<file path="src/logic/swa_pkg.sv">
// Constants, types and command codes of the single-wire slave.
// Assumes a 125 MHz core clock; pulse times are counted in its cycles.
`default_nettype none
package swa_pkg;
  // ----------------------------------------------------------------
  // Timing
  // ----------------------------------------------------------------
  localparam int unsigned CLK_PERIOD_NS        = 8;
  localparam int unsigned RESET_DETECT_NS      = 480000;
  localparam int unsigned PRESENCE_HIGH_NS     = 30000;
  localparam int unsigned PRESENCE_LOW_NS      = 120000;
  localparam int unsigned SAMPLE_POINT_NS      = 30000;
  localparam int unsigned READ_HOLD_NS         = 45000;
  typedef logic [16:0] swa_cnt_t;
  // Least times round up, the read hold is a longest time and rounds down
  localparam swa_cnt_t RST_CYC = swa_cnt_t'((RESET_DETECT_NS + CLK_PERIOD_NS - 1) / CLK_PERIOD_NS);
  localparam swa_cnt_t PDH_CYC = swa_cnt_t'((PRESENCE_HIGH_NS + CLK_PERIOD_NS - 1) / CLK_PERIOD_NS);
  localparam swa_cnt_t PDL_CYC = swa_cnt_t'((PRESENCE_LOW_NS + CLK_PERIOD_NS - 1) / CLK_PERIOD_NS);
  localparam swa_cnt_t SMP_CYC = swa_cnt_t'((SAMPLE_POINT_NS + CLK_PERIOD_NS - 1) / CLK_PERIOD_NS);
  localparam swa_cnt_t RDH_CYC = swa_cnt_t'(READ_HOLD_NS / CLK_PERIOD_NS);
  // ----------------------------------------------------------------
  // Codes and sizes
  // ----------------------------------------------------------------
  localparam logic [7:0] NET_READ      = 8'h33;
  localparam logic [7:0] NET_MATCH     = 8'h55;
  localparam logic [7:0] NET_SKIP      = 8'hCC;
  localparam logic [7:0] CMD_WR_CHAL   = 8'h0C;
  localparam logic [7:0] CMD_HASH_NOID = 8'h36;
  localparam logic [7:0] CMD_HASH_ID   = 8'h35;
  localparam logic [7:0] CMD_CLR_SEC   = 8'h5A;
  localparam logic [7:0] CMD_NXT_NOID  = 8'h30;
  localparam logic [7:0] CMD_NXT_ID    = 8'h33;
  localparam logic [7:0] CMD_LOCK_SEC  = 8'h60;
  localparam logic [7:0] CMD_READ      = 8'h69;
  localparam logic [7:0] CMD_WRITE     = 8'h6C;
  localparam logic [7:0] CMD_COPY      = 8'h48;
  localparam logic [7:0] CMD_RECALL    = 8'hB8;
  localparam logic [7:0] CMD_BLK_LOCK  = 8'h6A;
  localparam logic [7:0] CMD_SOFT_POR  = 8'hBB;
  localparam logic [7:0] LOCK_CTRL_ADDR = 8'h1F;
  localparam int unsigned LOCK_EN_BIT  = 6;
  localparam int unsigned HASH_BITS    = 160;
  localparam logic [7:0] LAST_ID_BIT   = 8'h3F;
  localparam logic [7:0] LAST_HASH_BIT = 8'h9F;
  // Arbitrary identifier value
  localparam logic [63:0] UID_DEFAULT  = 64'h5A5A_0000_0000_0001;
  typedef enum logic [2:0] {L_IDLE, L_SLOT, L_RST, L_PWAIT, L_PLOW} swa_link_t;
  typedef enum logic [3:0] {
    P_WAITRST, P_ROMCMD, P_MATCH, P_ROMRD, P_FCMD, P_ADDR,
    P_RDDATA, P_WRDATA, P_CHAL, P_MACRD
  } swa_phase_t;
endpackage : swa_pkg
`default_nettype wire

</file>
<file path="src/logic/swa_slave.sv">
// Single-wire bus slave: slot timing, net addressing, function commands.
// Assumes a pulled-up open-drain line, same-clock memory and hash core.
`timescale 1ns/10ps
`default_nettype none
module swa_slave #(
  parameter logic [63:0]       UNIQUE_ID = swa_pkg::UID_DEFAULT,
  parameter swa_pkg::swa_cnt_t RST_CYC   = swa_pkg::RST_CYC,
  parameter swa_pkg::swa_cnt_t PDH_CYC   = swa_pkg::PDH_CYC,
  parameter swa_pkg::swa_cnt_t PDL_CYC   = swa_pkg::PDL_CYC,
  parameter swa_pkg::swa_cnt_t SMP_CYC   = swa_pkg::SMP_CYC,
  parameter swa_pkg::swa_cnt_t RDH_CYC   = swa_pkg::RDH_CYC
) (
  input  wire logic          clk,
  input  wire logic          arst_n,
  input  wire logic          dq_i,
  output logic               dq_o,
  output logic               dq_oe,
  output logic [7:0]         mem_raddr,
  input  wire logic [7:0]    mem_rdata,
  output logic [7:0]         mem_waddr,
  output logic [7:0]         mem_wdata,
  output logic               mem_we,
  output logic [63:0]        challenge,
  output logic               hash_req,
  output logic               hash_use_id,
  input  wire logic [159:0]  hash_result,
  output logic               secret_next_req,
  output logic               secret_clear,
  output logic               secret_locked,
  output logic               blk_copy_req,
  output logic               blk_recall_req,
  output logic               blk_lock_req,
  output logic [7:0]         blk_addr,
  output logic               soft_por_req
);
  import swa_pkg::*;

  // ----------------------------------------------------------------
  // State
  // ----------------------------------------------------------------
  typedef struct packed {
    logic        s1;
    logic        s2;
    logic        prv;
    swa_link_t   lst;
    swa_cnt_t    cnt;
    logic        drv;
    swa_phase_t  phase;
    logic [7:0]  cmd;
    logic [7:0]  sh;
    logic [7:0]  idx;
    logic [7:0]  addr;
    logic [7:0]  waddr;
    logic [7:0]  wdata;
    logic        we;
    logic [63:0] chal;
    logic        chal_ok;
    logic        lock;
    logic        armed;
    logic        hreq;
    logic        use_id;
    logic        nreq;
    logic        creq;
    logic        cpy;
    logic        rcl;
    logic        blk;
    logic [7:0]  baddr;
    logic        por;
  } swa_state_t;

  swa_state_t q;
  swa_state_t d;
  logic       fall;
  logic       evt;
  logic       tx;
  logic       txbit;
  logic       bdone;
  logic [7:0] nsh;

  // ----------------------------------------------------------------
  // Next state
  // ----------------------------------------------------------------
  always_comb begin
    d     = q;
    evt   = 1'b0;
    fall  = q.prv & ~q.s2;
    nsh   = {q.s2, q.sh[7:1]};
    bdone = (q.idx[2:0] == 3'h7);
    tx    = (q.phase == P_ROMRD) || (q.phase == P_RDDATA) || (q.phase == P_MACRD);
    case (q.phase)
      P_ROMRD:  txbit = UNIQUE_ID[q.idx[5:0]];
      P_RDDATA: txbit = mem_rdata[q.idx[2:0]];
      P_MACRD:  txbit = hash_result[q.idx];
      default:  txbit = 1'b1;
    endcase
    // First stage feeds only the second
    d.s1     = dq_i;
    d.s2     = q.s1;
    d.prv    = q.s2;
    d.we     = 1'b0;
    d.hreq   = 1'b0;
    d.nreq   = 1'b0;
    d.creq   = 1'b0;
    d.cpy    = 1'b0;
    d.rcl    = 1'b0;
    d.blk    = 1'b0;
    d.por    = 1'b0;
    case (q.lst)
      L_IDLE: begin
        if (fall) begin
          d.lst = L_SLOT;
          d.cnt = '0;
          d.drv = tx & ~txbit;
        end
      end
      L_SLOT: begin
        d.cnt = q.cnt + 1'b1;
        if (q.drv && q.cnt == RDH_CYC) begin
          d.drv = 1'b0;
        end
        if (q.cnt == SMP_CYC) begin
          evt = 1'b1;
        end
        if (q.cnt == RST_CYC) begin
          d.lst   = L_RST;
          d.drv   = 1'b0;
          d.phase = P_ROMCMD;
          d.idx   = '0;
        end else if (q.s2 && !q.drv && q.cnt > SMP_CYC) begin
          d.lst = L_IDLE;
        end
      end
      L_RST: begin
        if (q.s2) begin
          d.lst = L_PWAIT;
          d.cnt = '0;
        end
      end
      L_PWAIT: begin
        d.cnt = q.cnt + 1'b1;
        if (q.cnt == PDH_CYC) begin
          d.lst = L_PLOW;
          d.cnt = '0;
          d.drv = 1'b1;
        end
      end
      L_PLOW: begin
        d.cnt = q.cnt + 1'b1;
        if (q.cnt == PDL_CYC) begin
          d.lst = L_IDLE;
          d.drv = 1'b0;
        end
      end
      default: d.lst = L_IDLE;
    endcase

    // --------------------------------------------------------------
    // Protocol, one step per slot at the sample point
    // --------------------------------------------------------------
    if (evt) begin
      d.idx = q.idx + 8'h01;
      if (!tx) begin
        d.sh = nsh;
      end
      case (q.phase)
        P_ROMCMD: begin
          if (bdone) begin
            d.idx = '0;
            if (nsh == NET_READ) begin
              d.phase = P_ROMRD;
            end else if (nsh == NET_MATCH) begin
              d.phase = P_MATCH;
            end else if (nsh == NET_SKIP) begin
              d.phase = P_FCMD;
            end else begin
              d.phase = P_WAITRST;
            end
          end
        end
        P_MATCH: begin
          if (q.s2 != UNIQUE_ID[q.idx[5:0]]) begin
            d.phase = P_WAITRST;
          end else if (q.idx == LAST_ID_BIT) begin
            d.phase = P_FCMD;
            d.idx   = '0;
          end
        end
        P_ROMRD: begin
          if (q.idx == LAST_ID_BIT) begin
            d.phase = P_FCMD;
            d.idx   = '0;
          end
        end
        P_FCMD: begin
          if (bdone) begin
            d.idx   = '0;
            d.cmd   = nsh;
            d.phase = P_WAITRST;
            // Any other command breaks the challenge and lock sequences
            d.chal_ok = 1'b0;
            if (nsh != CMD_BLK_LOCK) begin
              d.armed = 1'b0;
            end
            if (nsh == CMD_WR_CHAL) begin
              d.phase = P_CHAL;
            end else if ((nsh == CMD_HASH_NOID || nsh == CMD_HASH_ID) && q.chal_ok) begin
              d.hreq   = 1'b1;
              d.use_id = (nsh == CMD_HASH_ID);
              d.phase  = P_MACRD;
            end else if (nsh == CMD_CLR_SEC && !q.lock) begin
              d.creq = 1'b1;
            end else if ((nsh == CMD_NXT_NOID || nsh == CMD_NXT_ID) && q.chal_ok && !q.lock) begin
              d.nreq   = 1'b1;
              d.use_id = (nsh == CMD_NXT_ID);
            end else if (nsh == CMD_LOCK_SEC) begin
              d.lock = 1'b1;
            end else if (nsh == CMD_READ || nsh == CMD_WRITE || nsh == CMD_COPY ||
                         nsh == CMD_RECALL || nsh == CMD_BLK_LOCK) begin
              d.phase = P_ADDR;
            end else if (nsh == CMD_SOFT_POR) begin
              d.por = 1'b1;
            end
          end
        end
        P_ADDR: begin
          if (bdone) begin
            d.idx   = '0;
            d.addr  = nsh;
            d.baddr = nsh;
            d.phase = P_WAITRST;
            if (q.cmd == CMD_READ) begin
              d.phase = P_RDDATA;
            end else if (q.cmd == CMD_WRITE) begin
              d.phase = P_WRDATA;
            end else if (q.cmd == CMD_COPY) begin
              d.cpy = 1'b1;
            end else if (q.cmd == CMD_RECALL) begin
              d.rcl = 1'b1;
            end else if (q.cmd == CMD_BLK_LOCK) begin
              d.blk   = q.armed;
              d.armed = 1'b0;
            end
          end
        end
        P_RDDATA: begin
          if (bdone) begin
            d.addr = q.addr + 8'h01;
          end
        end
        P_WRDATA: begin
          if (bdone) begin
            // Only whole bytes reach memory
            d.we    = 1'b1;
            d.waddr = q.addr;
            d.wdata = nsh;
            d.addr  = q.addr + 8'h01;
            d.armed = (q.addr == LOCK_CTRL_ADDR) && nsh[LOCK_EN_BIT];
          end
        end
        P_CHAL: begin
          d.chal = {q.s2, q.chal[63:1]};
          if (q.idx == LAST_ID_BIT) begin
            d.chal_ok = 1'b1;
            d.phase   = P_WAITRST;
          end
        end
        P_MACRD: begin
          if (q.idx == LAST_HASH_BIT) begin
            d.phase = P_WAITRST;
          end
        end
        default: d.phase = P_WAITRST;
      endcase
    end
  end

  always_ff @(posedge clk or negedge arst_n) begin
    if (!arst_n) begin
      q       <= '0;
      q.s1    <= 1'b1;
      q.s2    <= 1'b1;
      q.prv   <= 1'b1;
      q.lst   <= L_IDLE;
      q.phase <= P_WAITRST;
    end else begin
      q <= d;
    end
  end

  // ----------------------------------------------------------------
  // Outputs
  // ----------------------------------------------------------------
  assign dq_o            = 1'b0;
  assign dq_oe           = q.drv;
  assign mem_raddr       = q.addr;
  assign mem_waddr       = q.waddr;
  assign mem_wdata       = q.wdata;
  assign mem_we          = q.we;
  assign challenge       = q.chal;
  assign hash_req        = q.hreq;
  assign hash_use_id     = q.use_id;
  assign secret_next_req = q.nreq;
  assign secret_clear    = q.creq;
  assign secret_locked   = q.lock;
  assign blk_copy_req    = q.cpy;
  assign blk_recall_req  = q.rcl;
  assign blk_lock_req    = q.blk;
  assign blk_addr        = q.baddr;
  assign soft_por_req    = q.por;

  // ----------------------------------------------------------------
  // Assertions
  // ----------------------------------------------------------------
  property p_hash_chal;
    @(posedge clk) disable iff (!arst_n) $rose(hash_req) |-> $past(q.chal_ok);
  endproperty
  a_hash_chal: assert property (p_hash_chal) else $error("hash without challenge");
  property p_clr_lock;
    @(posedge clk) disable iff (!arst_n) secret_locked |-> !secret_clear;
  endproperty
  a_clr_lock: assert property (p_clr_lock) else $error("clear while locked");
  property p_nxt_lock;
    @(posedge clk) disable iff (!arst_n) secret_next_req |-> !secret_locked && $past(q.chal_ok);
  endproperty
  a_nxt_lock: assert property (p_nxt_lock) else $error("bad next secret");
  property p_blk_armed;
    @(posedge clk) disable iff (!arst_n) blk_lock_req |-> $past(q.armed) && !q.armed;
  endproperty
  a_blk_armed: assert property (p_blk_armed) else $error("unarmed block lock");
  property p_wrap;
    @(posedge clk) disable iff (!arst_n) mem_we |-> mem_raddr == 8'(mem_waddr + 8'h01);
  endproperty
  a_wrap: assert property (p_wrap) else $error("write address step");
  property p_pres;
    @(posedge clk) disable iff (!arst_n)
      (q.lst == L_PWAIT && q.cnt == PDH_CYC) |=> dq_oe && q.lst == L_PLOW;
  endproperty
  a_pres: assert property (p_pres) else $error("no presence pulse");
  property p_abort;
    @(posedge clk) disable iff (!arst_n)
      (q.lst == L_SLOT && q.cnt == RST_CYC) |=> q.lst == L_RST && q.phase == P_ROMCMD && !dq_oe;
  endproperty
  a_abort: assert property (p_abort) else $error("long low not a reset");
  property p_chal_smp;
    @(posedge clk) disable iff (!arst_n)
      (q.lst == L_SLOT && q.cnt == SMP_CYC && q.phase == P_CHAL) |=> q.chal[63] == $past(q.s2);
  endproperty
  a_chal_smp: assert property (p_chal_smp) else $error("sample lost");
  property p_release;
    @(posedge clk) disable iff (!arst_n) (dq_oe && q.lst == L_SLOT) |-> q.cnt <= RDH_CYC + 1'b1;
  endproperty
  a_release: assert property (p_release) else $error("read slot not released");
  property p_match;
    @(posedge clk) disable iff (!arst_n)
      (evt && q.phase == P_MATCH && q.s2 != UNIQUE_ID[q.idx[5:0]]) |=> q.phase == P_WAITRST;
  endproperty
  a_match: assert property (p_match) else $error("mismatch answered");
  c_pres:  cover property (@(posedge clk) disable iff (!arst_n) q.lst == L_PLOW ##1 q.lst == L_IDLE);
  c_hash:  cover property (@(posedge clk) disable iff (!arst_n) hash_req);
  c_write: cover property (@(posedge clk) disable iff (!arst_n) mem_we);
  c_block: cover property (@(posedge clk) disable iff (!arst_n) blk_lock_req);
endmodule : swa_slave
`default_nettype wire

</file>
<file path="config.mk">
export PLATFORM = sky130hd
export DESIGN_NAME = swa_slave
export DESIGN_NICKNAME = d
export VERILOG_FILES = /design/src/logic/swa_pkg.sv /design/src/logic/swa_slave.sv
export SDC_FILE = /design/constraint.sdc
export NUM_CORES = 1
export LEC_CHECK = 0
export BUFFER_PORTS_ARGS = -buffer_cell sky130_fd_sc_hd__buf_2
export CAP_MARGIN = 20
export CORE_MARGIN = 2
export CORE_UTILIZATION = 48
export DETAILED_ROUTE_END_ITERATION = 10
export HOLD_SLACK_MARGIN = 0.15
export PLACE_DENSITY = 0.8
export SLEW_MARGIN = 20
export SYNTH_ARGS = -nofsm -noshare
export SYNTH_HDL_FRONTEND = slang
export SYNTH_SLANG_ARGS = --single-unit
</file>
<file path="constraint.sdc">
create_clock -name clk -period 2.41 [get_ports clk]
set_input_delay 0.3615 -clock clk [delete_from_list [all_inputs] [get_ports clk]]
set_output_delay 0.3615 -clock clk [all_outputs]
set_load 0.03 [all_outputs]
</file>
After elaboration in Yosys (flattened, before gate mapping)
Memories as Yosys holds them, arrays and structs flattened.
Index checks and enable logic that the tools add are counted.
- register bits after elaboration: 160
- memory bits (read-only): 64
- output and inout port bits: 108
- logic and storage cells: 248
- memories: 1
- memories (name ; words ; bits a word ; read ports ; clocked after Yosys merged registers in ; write ports ; line ; source):
    (name not given) ; 64 ; 1 ; 1 ; 0 ; 0 ; swa_slave.sv:181 ; if (q.s2 != UNIQUE_ID[q.idx[5:0]]) begin
- add/sub/neg operators: 3
- $lt $le $gt $ge: 4
- equal/unequal tests: 61
- mux-type cells: 99
- bitwise operators: 9
- reduce and logical (&&, ||, !) cells: 44
- operators with widths (operator ; count):
    two-way mux 136 bit ; 1
    == test 8 x 7 -> 1 bit (second input constant) ; 11
    one-hot mux 17 bit (4 select lines) ; 1
    two-way mux 64 bit ; 1
    two-way mux 8 bit ; 8
    two-way mux 4 bit ; 13
    two-way mux 21 bit ; 2
    == test 8 x 6 -> 1 bit (second input constant) ; 5
    == test 8 bit (second input constant) ; 5
    two-way mux 1 bit ; 38
    two-way mux 3 bit ; 12
    != test 2 bit (second input constant) ; 16
    one-hot mux 4 bit (8 select lines) ; 1
    one-hot mux 8 bit (4 select lines) ; 1
    two-way mux 25 bit ; 1
    one-hot mux 8 bit (3 select lines) ; 1
    two-way mux 11 bit ; 2
    two-way mux 20 bit ; 1
    adder 17 x 1 -> 17 bit (second input constant) ; 1
    == test 17 x 12 -> 1 bit (second input constant) ; 1
    == test 17 x 13 -> 1 bit (second input constant) ; 1
    == test 17 x 14 -> 1 bit (second input constant) ; 1
    == test 17 x 16 -> 1 bit (second input constant) ; 1
    greater-than comparator 17 x 12 -> 1 bit (second input constant) ; 1
    other kinds (45) ; 94

Logic depth before layout (Yosys ltp)
Gate-level depths: netlist of the first run.
- word-level depth: 14
- gate-level depth with buffers: 11

Worst setup path before layout of the first run
OpenSTA, ideal clock, no wires.
- kind: register to register
- from: register q[109] (netlist name)
- to: register q[108] (netlist name)
- setup time: 125 ps
- arrival time: 2412 ps
- data required time: 2285 ps
- path slack: -127 ps
- cell stages (with the launch flop): 12
- path buffers: 3
- period minus slack after synthesis: 2537 ps
- path through: dfrtp_1 > buf_2 > buf_1 > buf_2 > inv_1 > ha_1 > a2bb2oi_1 > xnor2_1 > a21oi_1 > o21ai_0 > and2_1 > mux2_2
- longest elaborated chain between the ends: 6
- RTL lines (item ; line ; source):
    from (decl) ; swa_slave.sv:71 ; swa_state_t q;
    memory read (64 x 1 bit) ; -- ;
    two-way mux 1 bit (not written as such) ; swa_slave.sv:181 ;
    != test 1 bit ; swa_slave.sv:181 ;
    two-way mux 8 bit ; swa_slave.sv:181 ;
    one-hot mux 8 bit (4 select lines) (*) ; swa_slave.sv:165 ; case (q.phase)
    two-way mux 136 bit (*) ; swa_slave.sv:160 ; if (evt) begin
Mark *: on every way between the ends. The rest lies on a longest branch, timed or not. The select of a mux whose other input is x is not followed.
A chain may end at the register's enable or synchronous reset.

Worst setup path after layout of the first run
- from: register q[108] (netlist name)
- to: register q, in the netlist blk_addr[6]
- longest elaborated chain between the ends: 2
- RTL lines (item ; line ; source):
    == test 3 bit ; swa_slave.sv:88 ; bdone = (q.idx[2:0] == 3'h7);
    AND reduction 3 bit (no line) ; -- ;
No other way between the ends.

==> impl_results.md, run 1 <==
* Status: finished, final reports clean
* Worst Setup Start Kind: flip-flop
* Post-synth cell types at 70
* Synthesized flop and latch total at 159
* Crit share post-route at 94.9%
* Total power at 6.54 mW
* Arr. time, crit path at about 2600 ps
* Area contributors post-synth: dfrtp_1 39%, mux2_2 11%, mux4_2 8.2%, buf_4 7.5%, nand2_1 3.9%
* Hold Vio Cnt, Final at 0
* Via count at 8133
* CP startpoint: q[108]$_DFFE_PN0P_
* Most frequent cell after synthesis: dfrtp_1
* Worst Skew at between 10 and 15 ps
* Synth Warn # at 0
* Residual DRC count at 0
* Fmax at 0.437 GHz
* Setup Viol. Count Final at 0
* Synth area leader: dfrtp_1
* Largest net degree at the start of global routing at 67
* Die ar. at 0.0218 mm2
* Starting density of the core at 48.8%
* Leak pwr at 5.86 nW
* Clk sinks at 159
* Initial antenna violation count at 0
* Initial drt markers at 576
* Tightest hold margin at 366 ps
* Synth top cells by count: 156 x dfrtp_1, 102 x nand2_1, 99 x buf_4
* Reg-to-Reg End: blk_addr[6]$_DFFE_PN0P_
* Unrepaired setup endpoints after global routing: true
* Gr usage total at 23.5%
* Number of flops mapped to enable cells by yosys at 0
* Hold path endpoint: d[157]$_DFF_PN1_
* Die width at 147 um
* Hold path depth at 0
* Reg2Reg Launch Point: q[108]$_DFFE_PN0P_
* H-tree Lvls at 4
* Row cnt at 52
* Syn Nets at 1144
* Max Cap Viol at 0
* Cells after synthesis at 965
* Main flop type after synthesis: dfrtp_1
* Sequential fraction of the synthesis area at between 40% and 50%
* CTS Buffer Depth at 2
* Async SR Flop Fraction at 100%
* Syn Area/Cell at approximately 10 um2
* Reg2reg setup slack at 120 ps
* Core Region at 0.0202 mm2
* Min-Delay Path Class: reg2reg
* Slew at the pin closest to its max-slew limit at 572 ps
* CP Class: reg2reg
* Post-layout nets at 1354
* 1st-pass router iterations at 5
* Inserted Diodes at 0
* Pins over their slew limit at 0
* Routed Wire Length at around 25000 um
* Fin crit period at approximately 2300 ps
* Setup crit end kind: flip-flop
* GP Congestion at 0.887
* DR WL/cell at 17.4 um
* CTS tree: done
* GRT overflow at 0
* First-pass GRT wire length at 40700 um
* Layout cells sized above 1 at approximately 44%
* Worst Min Path Start: d[158]$_DFF_PN1_
* Pre-CTS WS at 54.0 ps
* Clk slew on worst S/H paths at ~60 ps
* Number of port buffers at 277
* Number of global-route vias before repair at approximately 8100
* Number of placed I/O pins at 279
* R2R cell count at 7
* Peak VDD IR at about 0.46 mV
* Max Fanout on Critical Path at 8
* Layout area overhead at 20.0%
* Die height at 147 um
* Final setup margin at 122 ps
* Top cell type's share of synthesized area at 39.5%
* CP Data Required Time at 2710 ps
* Setup tns final at 0 ps
* Number of vias per cell at between 5 and 6
* Final antenna-violating net count at 0
* Power Dens Cells at between 500 and 600 mW/mm2
* Post-synthesis cell area at 0.00988 mm2
* Root buffer cell: clkbuf_16
* Clk_lat worst skew at 420 ps
* Slew Limit Headroom at 61.5%
* Final HPWL DP at 19300 um
* Num CTS Buffers at 17
[cells in the final DEF, fill, tap and decap left out, types with 9 or more instances in the layout]
cell / count
a21oi_1: 25
a31oi_1: 9
and2_1: 10
and3_1: 12
buf_2: 276
buf_4: 57
clkbuf_16: 18
dfrtp_1: 153
inv_1: 14
mux2_2: 94
mux2i_1: 22
mux4_2: 36
nand2_1: 102
nand3_1: 31
nand4_1: 16
nor2_1: 64
nor2b_1: 25
nor3_1: 20
o211ai_1: 9
o21ai_0: 31
o21ai_1: 11
xnor2_1: 9
[cell type report]
type	count	area (um2)
fillers	1709	8370
multi-input cells	640	4910
inverters	15	56.3
flip-flops and latches	159	3990
clock buffers	18	429
well taps	270	338
repair buffers	342	1960
clock inverters	14	181
[metal layers]
metal	track usage, %	vias to the layer above	part of all wire (%)
li1	-	3802	-
met1	28.4	3897	39
met2	40.6	381	51
met5	0	-	0
met3	4.69	53	6.4
met4	11.0	0	3.7
[registers in the layout (all words and copies together) (netlist names), 2 cells and up]
register and cells:
d 2, mem_raddr 8, blk_addr 8, mem_waddr 8, nsh 7, q 43, challenge 64, mem_wdata 8
[logic make-up (layout without fill, tap and decap cells)]
| family | Yosys count | after routing | share of synthesized area, % |
|---|---|---|---|
| DFF | 159 | 159 | 40.3 |
| buffers and inverters | 166 | 389 | 10.4 |
| and+or+nand+nor | 335 | 335 | 17.4 |
| xor gates and xnor gates | 16 | 16 | 1.42 |
| other | 1 | 1 | 0.0379 |
| AOI/OAI and AO/OA | 127 | 127 | 8.18 |
| adders and majority gates | 8 | 8 | 1.01 |
| muxes | 153 | 153 | 21.2 |
[how the worst max path moves through the flow]
stage                                     end  slack [ps]  cells past startpoint
finish                blk_addr[6]$_DFFE_PN0P_         120                      7
global route        challenge[46]$_DFFE_PN0P_         -30                      6
CTS                         dq_oe$_DFFE_PN0P_          30                      8
detailed placement          dq_oe$_DFFE_PN0P_          50                      8
global placement            dq_oe$_DFFE_PN0P_         100                      8
floorplan                  q[108]$_DFFE_PN0P_          30                     11
[metrics by stage]
stage          util [%]  cells  instance area, um2
6_report           58.6   1458               11900
5_1_grt            58.6   1458               11900
2_1_floorplan         -    965                9890
3_5_place_dp       55.0   1417               11100
3_3_place_gp       55.0   1417               11100
4_1_cts            58.1   1451               11800
[power breakdown]
group / switching, mW / total, mW / internal [mW]
clock network: 1.13 / 2.79 / 1.65
logic: 0.491 / 0.908 / 0.417
registers: 0.105 / 2.85 / 2.74
total: 1.73 / 6.54 / 4.81
[worst max-delay path, cell delays in order, from the launching register on]
cell and delay, ps:
dfrtp_2 480, ha_1 240, ha_1 210, inv_1 140
nor4_1 470, nand3_1 140, buf_4 200, mux2_2 280
[what timing repair did]
item                       CTS  global route
buffers inserted             0             6
setup endpoints to repair    0            99
gates resized for setup      0            12
hold endpoints to repair    47             0
hold buffers                 2             0
(Power assumes the default switching activity.)
==> run 2: changes to the inputs <==
Settings changed: RECOVER_POWER from default to 25.
==> run 2 against run 1 <==
Critical path depth unchanged. Core utilization decreased by 0.11 points. Highest routed layer unchanged. Hold slack about the same. Largest cell class unchanged.
==> impl_results.md, run 2 (same netlist as run 1, synthesis figures left out) <==
* Crit path cell chain: ha_1 > ha_1 > inv_1 > nor4_1 > nand3_1 > buf_4 > mux2_2
* Peak VDD IR at about 0.46 mV
* Worst Skew at 13.0 ps
* Area of the multi-input gates at between 0.004 and 0.005 mm2
* Residual DRC count at 0
* Most common cell after layout, fill and taps aside: buf_2
* Final antenna-violating net count at 0
* Register area at 0.00399 mm2
* Core Region at 0.0202 mm2
* Number of placed I/O pins at 279
* Met2 Use GR at 40.6%
* Final HPWL DP at between 15000 and 20000 um
* Largest net degree at the start of global routing at 67
* Inserted Diodes at 0
* Most frequent cells in the layout: 276 x buf_2, 153 x dfrtp_1, 102 x nand2_1, 94 x mux2_2, 64 x nor2_1
* H-tree Lvls at 4
* Die width at about 150 um
* Setup crit end kind: flip-flop
* Root buffer cell: clkbuf_16
* Routed Wire Length at 25400 um
* Hold Vio Cnt, Final at 0
* CP Data Required Time at 2710 ps
* CP Class: reg2reg
* Via count at about 8100
* CTS Buffer Depth at 2
* Filler cell count at 1711
* Number of global-route vias before repair at roughly 8100
* Starting density of the core at 48.8%
* Routing usage on met3 at about 4.7%
* Post-layout nets at roughly 1400
* Status: finished, final reports clean
* DR WL/cell at 17.4 um
* Max Fanout on Critical Path at 8
* Layout area overhead at 19.8%
* Clk slew on worst S/H paths at 60 ps
* Clk_lat worst skew at roughly 420 ps
* Num CTS Buffers at 17
* Min-Delay Path Class: reg2reg
* Max Cap Viol at 0
* Layout cells sized above 1 at 44.3%
* Worst Setup Start Kind: flip-flop
* Unrepaired setup endpoints after global routing: true
* Worst path slowest cell: dfrtp_2
* Crit share post-route at 95.0%
* GRT overflow at 0
* Setup tns final at 0 ps
* CTS tree: done
* Number of flip-flops in the largest register at 64
* Fin crit period at approximately 2300 ps
* Pins over their slew limit at 0
* Placed Area at 0.0111 mm2
* Slew at the pin closest to its max-slew limit at 1190 ps
* Die height at 147 um
* Setup Viol. Count Final at 0
* Number of vias per cell at 5.57
* 1st-pass router iterations at 5
* Gr usage total at 23.5%
* Slowest stage delay, CP at 480 ps
* GRT busiest layer: met2
* Row cnt at 52
* Slew Limit Headroom at a little over a fifth
* Power Dens Cells at 552 mW/mm2
* Cell mode on critical path: ha_1
* Leak pwr at 5.85 nW
* First-pass GRT wire length at 40700 um
* Number of port buffers at 277
* Initial drt markers at 549
* Fmax at 0.437 GHz
* Initial antenna violation count at 0
* Met1 usage in global routing at 28.4%
* Die ar. at between 0.02 and 0.025 mm2
* Clk sinks at 159
* GP Congestion at 0.887
* Arr. time, crit path at between 2000 and 3000 ps
* Final Cell Area at 0.0118 mm2
[run 2: cell count changes in the layout (fill, tap and decap cells not counted), sizes merged]
cell,before,now
clkbuf,19,21
buf,339,337
[run 2: per-layer routing]
metal	vias to the layer above	part of all wire (%)
li1	3799	-
met1	3924	40
met2	355	51
met3	50	6.1
met4	0	3.5
met5	-	0
[run 2: power by group]
| part | switching, mW | internal (mW) | total, mW |
|---|---|---|---|
| Combinational | 0.491 | 0.413 | 0.904 |
| Clock | 1.13 | 1.65 | 2.78 |
| Sequential | 0.104 | 2.74 | 2.84 |
| Total | 1.72 | 4.81 | 6.53 |
[run 2: per-stage QoR]
stage | hold slack (ps) | setup WS, ps | instances | util, % | power (mW)
after detailed placement | 325 | 54.0 | 1417 | 55.0 | 3.80
after floorplan | 65.9 | 31.7 | 965 | - | 3.37
final | 365 | 119 | 1458 | 58.5 | 6.53
after global placement | 323 | 97.7 | 1417 | 55.0 | 3.77
after global routing | 380 | -31.9 | 1458 | 58.5 | 6.82
after CTS | 368 | 32.0 | 1451 | 58.1 | 6.60
[run 2: repair_timing]
action	4_1_cts	5_1_grt
hold endpoints to repair	47	0
setup buffers	0	6
hold buffers	2	0
gates resized for setup	0	12
endpoints found under the setup margin	0	99
[run 2: area by class of cell]
| cell class | count | share of cell area (%) |
|---|---|---|
| timing repair buffer | 342 | 16.3 |
| multi-input combinational | 640 | 41.5 |
| clock buffer | 18 | 3.63 |
| tap | 270 | 2.85 |
| clock inverter | 14 | 1.53 |
| sequential | 159 | 33.7 |
| inverter | 15 | 0.476 |
[run 2: final timing paths]
check | startpoint | to | slack, ps | cells after the start
worst min-delay path | d[158]$_DFF_PN1_ | d[157]$_DFF_PN1_ | 370 | 0
worst max-delay path | q[108]$_DFFE_PN0P_ | blk_addr[3]$_DFFE_PN0P_ | 120 | 7
worst max register to register | q[108]$_DFFE_PN0P_ | blk_addr[3]$_DFFE_PN0P_ | 120 | 7
worst min register to register | d[158]$_DFF_PN1_ | d[157]$_DFF_PN1_ | 370 | 0
min in group asynchronous | arst_n | mem_waddr[6]$_DFFE_PN0P_ | 730 | 2
max in group asynchronous | arst_n | challenge[5]$_DFFE_PN0P_ | 370 | 3
[run 2: critical path: cells and delay by family, from the launching register on]
family                   cells  cell delay [ps]
buffers and inverters        2              340
flip-flops                   1              480
adder cells (fa/ha/maj)      2              450
multiplexers                 1              280
AND/OR/NAND/NOR              2              610
==> run 3: changes to the inputs <==
Settings changed: BUFFER_PORTS_ARGS -buffer_cell sky130_fd_sc_hd__buf_2 to default, CORE_UTILIZATION 48 to 58, DONT_BUFFER_PORTS from default to 1, PLACE_DENSITY 0.8 to 0.79.
==> run 3 against run 2 <==
Design area is 12% lower. Sequential power hardly changed. Maximum frequency fell by 1.5%. Count of clock-buffer cells in the layout up 2. Core utilization increased by 4.1 points. Clock power shrank 5%. Combinational power shrank 20%. Total power decreased by 4.7%. Hold slack worse by 740 ps. The flow now finishes with violations (hold timing). Sequential cell count unchanged. Sequential share of layout area increased by 4.6 points.
==> impl_results.md, run 3 (same netlist as run 1, synthesis figures left out) <==
* Min-Delay Path Class: in2async
* Initial antenna violation count at 12
* Number of port buffers at 0
* Routing usage on met3 at 5.33%
* Initial drt markers at 660
* Setup crit end kind: flip-flop
* Met2 Use GR at 45.5%
* Slew Limit Headroom at between 60% and 70%
* CP startpoint: q[108]$_DFFE_PN0P_
* Slew at the pin closest to its max-slew limit at 565 ps
* Met1 usage in global routing at 33.8%
* Max Fanout on Critical Path at 16
* Leak pwr at 4.58 nW
* Hold Vio Cnt, Final at ~160
* CP Class: reg2reg
* Num CTS Buffers at 17
* GP Congestion at 1.08
* Final antenna-violating net count at 0
* Peak VDD IR at 0.485 mV
* Fmax at 0.430 GHz
* Row cnt at 47
* Residual DRC count at 0
* Final Cell Area at 0.0104 mm2
* Routed Wire Length at 24400 um
* Post-layout nets at 1078
* Tightest hold margin at -373 ps
* Layout area overhead at 5.41%
* 1st-pass router iterations at 6
* Gr usage total at roughly 27%
* Layout cells sized above 1 at a little over a quarter
* Clk sinks at 159
* Worst Setup Start Kind: flip-flop
* Final HPWL DP at 17900 um
* Clk_lat worst skew at approximately 430 ps
* Number of vias per cell at 6.29
* Fin crit period at 2330 ps
* Reg2Reg Launch Point: q[108]$_DFFE_PN0P_
* H-tree Lvls at 4
* CTS Hold Bufs at 1
* Worst Skew at 9.74 ps
* Die height at 135 um
* Failing checks: hold timing
* Largest net degree at the start of global routing at 160
* Setup Viol. Count Final at 0
* CTS tree: done
* Arr. time, crit path at 2690 ps
* Die width at approximately 130 um
* Status: complete, but fails checks
* CP Data Required Time at 2780 ps
* Pins over their slew limit at 0
* Core Region at 0.0166 mm2
* Via count at slightly above 7000
* Die ar. at about 0.018 mm2
* GRT overflow at 0
* CTS Buffer Depth at 2
* Starting density of the core at 59.4%
* Number of global-route vias before repair at between 7000 and 8000
* Placed Area at just under 0.01 mm2
* Number of placed I/O pins at around 280
* Power Dens Cells at roughly 600 mW/mm2
* Max Cap Viol at 0
* Most frequent cells in the layout: 154 x dfrtp_1, 102 x nand2_1, 94 x mux2_2, 65 x nor2_1, 59 x buf_4
* Total power at 6.22 mW
* Crit share post-route at a little over nine tenths
* GRT busiest layer: met2
* Number of flip-flops in the largest register at 64
* First-pass GRT wire length at around 38000 um
* Clk slew on worst S/H paths at 70 ps
* Most common cell after layout, fill and taps aside: dfrtp_1
* Root buffer cell: clkbuf_16
* DR WL/cell at 21.4 um
## run 3: cell types whose count changed in the layout (fill, tap and decap cells not counted), sizes merged
cell | before | now
diode | 0 | 10
buf | 337 | 64
clkinv | 5 | 4
clkinvlp | 2 | 1
bufinv | 3 | 1
inv | 19 | 21
dlygate4sd3 | 2 | 1
## run 3: worst paths after layout
kind	slack, ps	cells past startpoint	end
worst max-delay path	80	8	dq_oe$_DFFE_PN0P_
worst min-delay path	-370	0	challenge[42]$_DFFE_PN0P_
worst max register to register	80	8	dq_oe$_DFFE_PN0P_
worst min register to register	360	0	d[157]$_DFF_PN1_
max in group asynchronous	2530	0	q[157]$_DFF_PN1_
min in group clk	360	0	d[157]$_DFF_PN1_
## run 3: cell type report
cell class	count	area [um2]
fillers	1291	6220
multi-input cells	640	4930
flip-flops and latches	159	3990
repair buffers	66	569
clock buffers	20	447
well taps	220	275
clock inverters	12	125
inverters	15	56.3
diodes	10	25.0
## run 3: power breakdown
| group | internal [mW] | leakage [nW] | switching (mW) | total (mW) |
|---|---|---|---|---|
| logic | 0.336 | 2.10 | 0.383 | 0.719 |
| registers | 2.74 | 2.19 | 0.127 | 2.87 |
| clock network | 1.48 | 0.282 | 1.16 | 2.64 |
## run 3: layer usage
layer  routed length (um)  vias to the layer above
met3                 1660                       58
met5                    0                        -
met2                12400                      354
li1                     -                     3263
met1                 9390                     3504
met4                  987                        0
## run 3: timing repair
| item | CTS | global route |
|---|---|---|
| hold endpoints to repair | 160 | 159 |
| endpoints found under the setup margin | 0 | 52 |
| resized for setup | 0 | 11 |
| setup buffers | 0 | 6 |
## run 3: worst max-delay path: stages, from the launching register on
cell	delay, ps
dfrtp_2	480
buf_12	190
mux4_2	490
mux2i_1	310
nor3_1	90
a211oi_1	210
o211ai_1	150
a41oi_1	190
o22a_1	140
## run 3: metrics by stage
stage	std cells	setup TNS [ps]	utilization (%)	setup slack (ps)
finish	1142	0	62.6	84.9
global route	1142	-52.8	62.6	-35.5
CTS	1125	0	61.7	32.4
detailed placement	1092	0	58.2	65.7
global placement	1092	0	58.2	96.1
floorplan	965	0	-	31.7
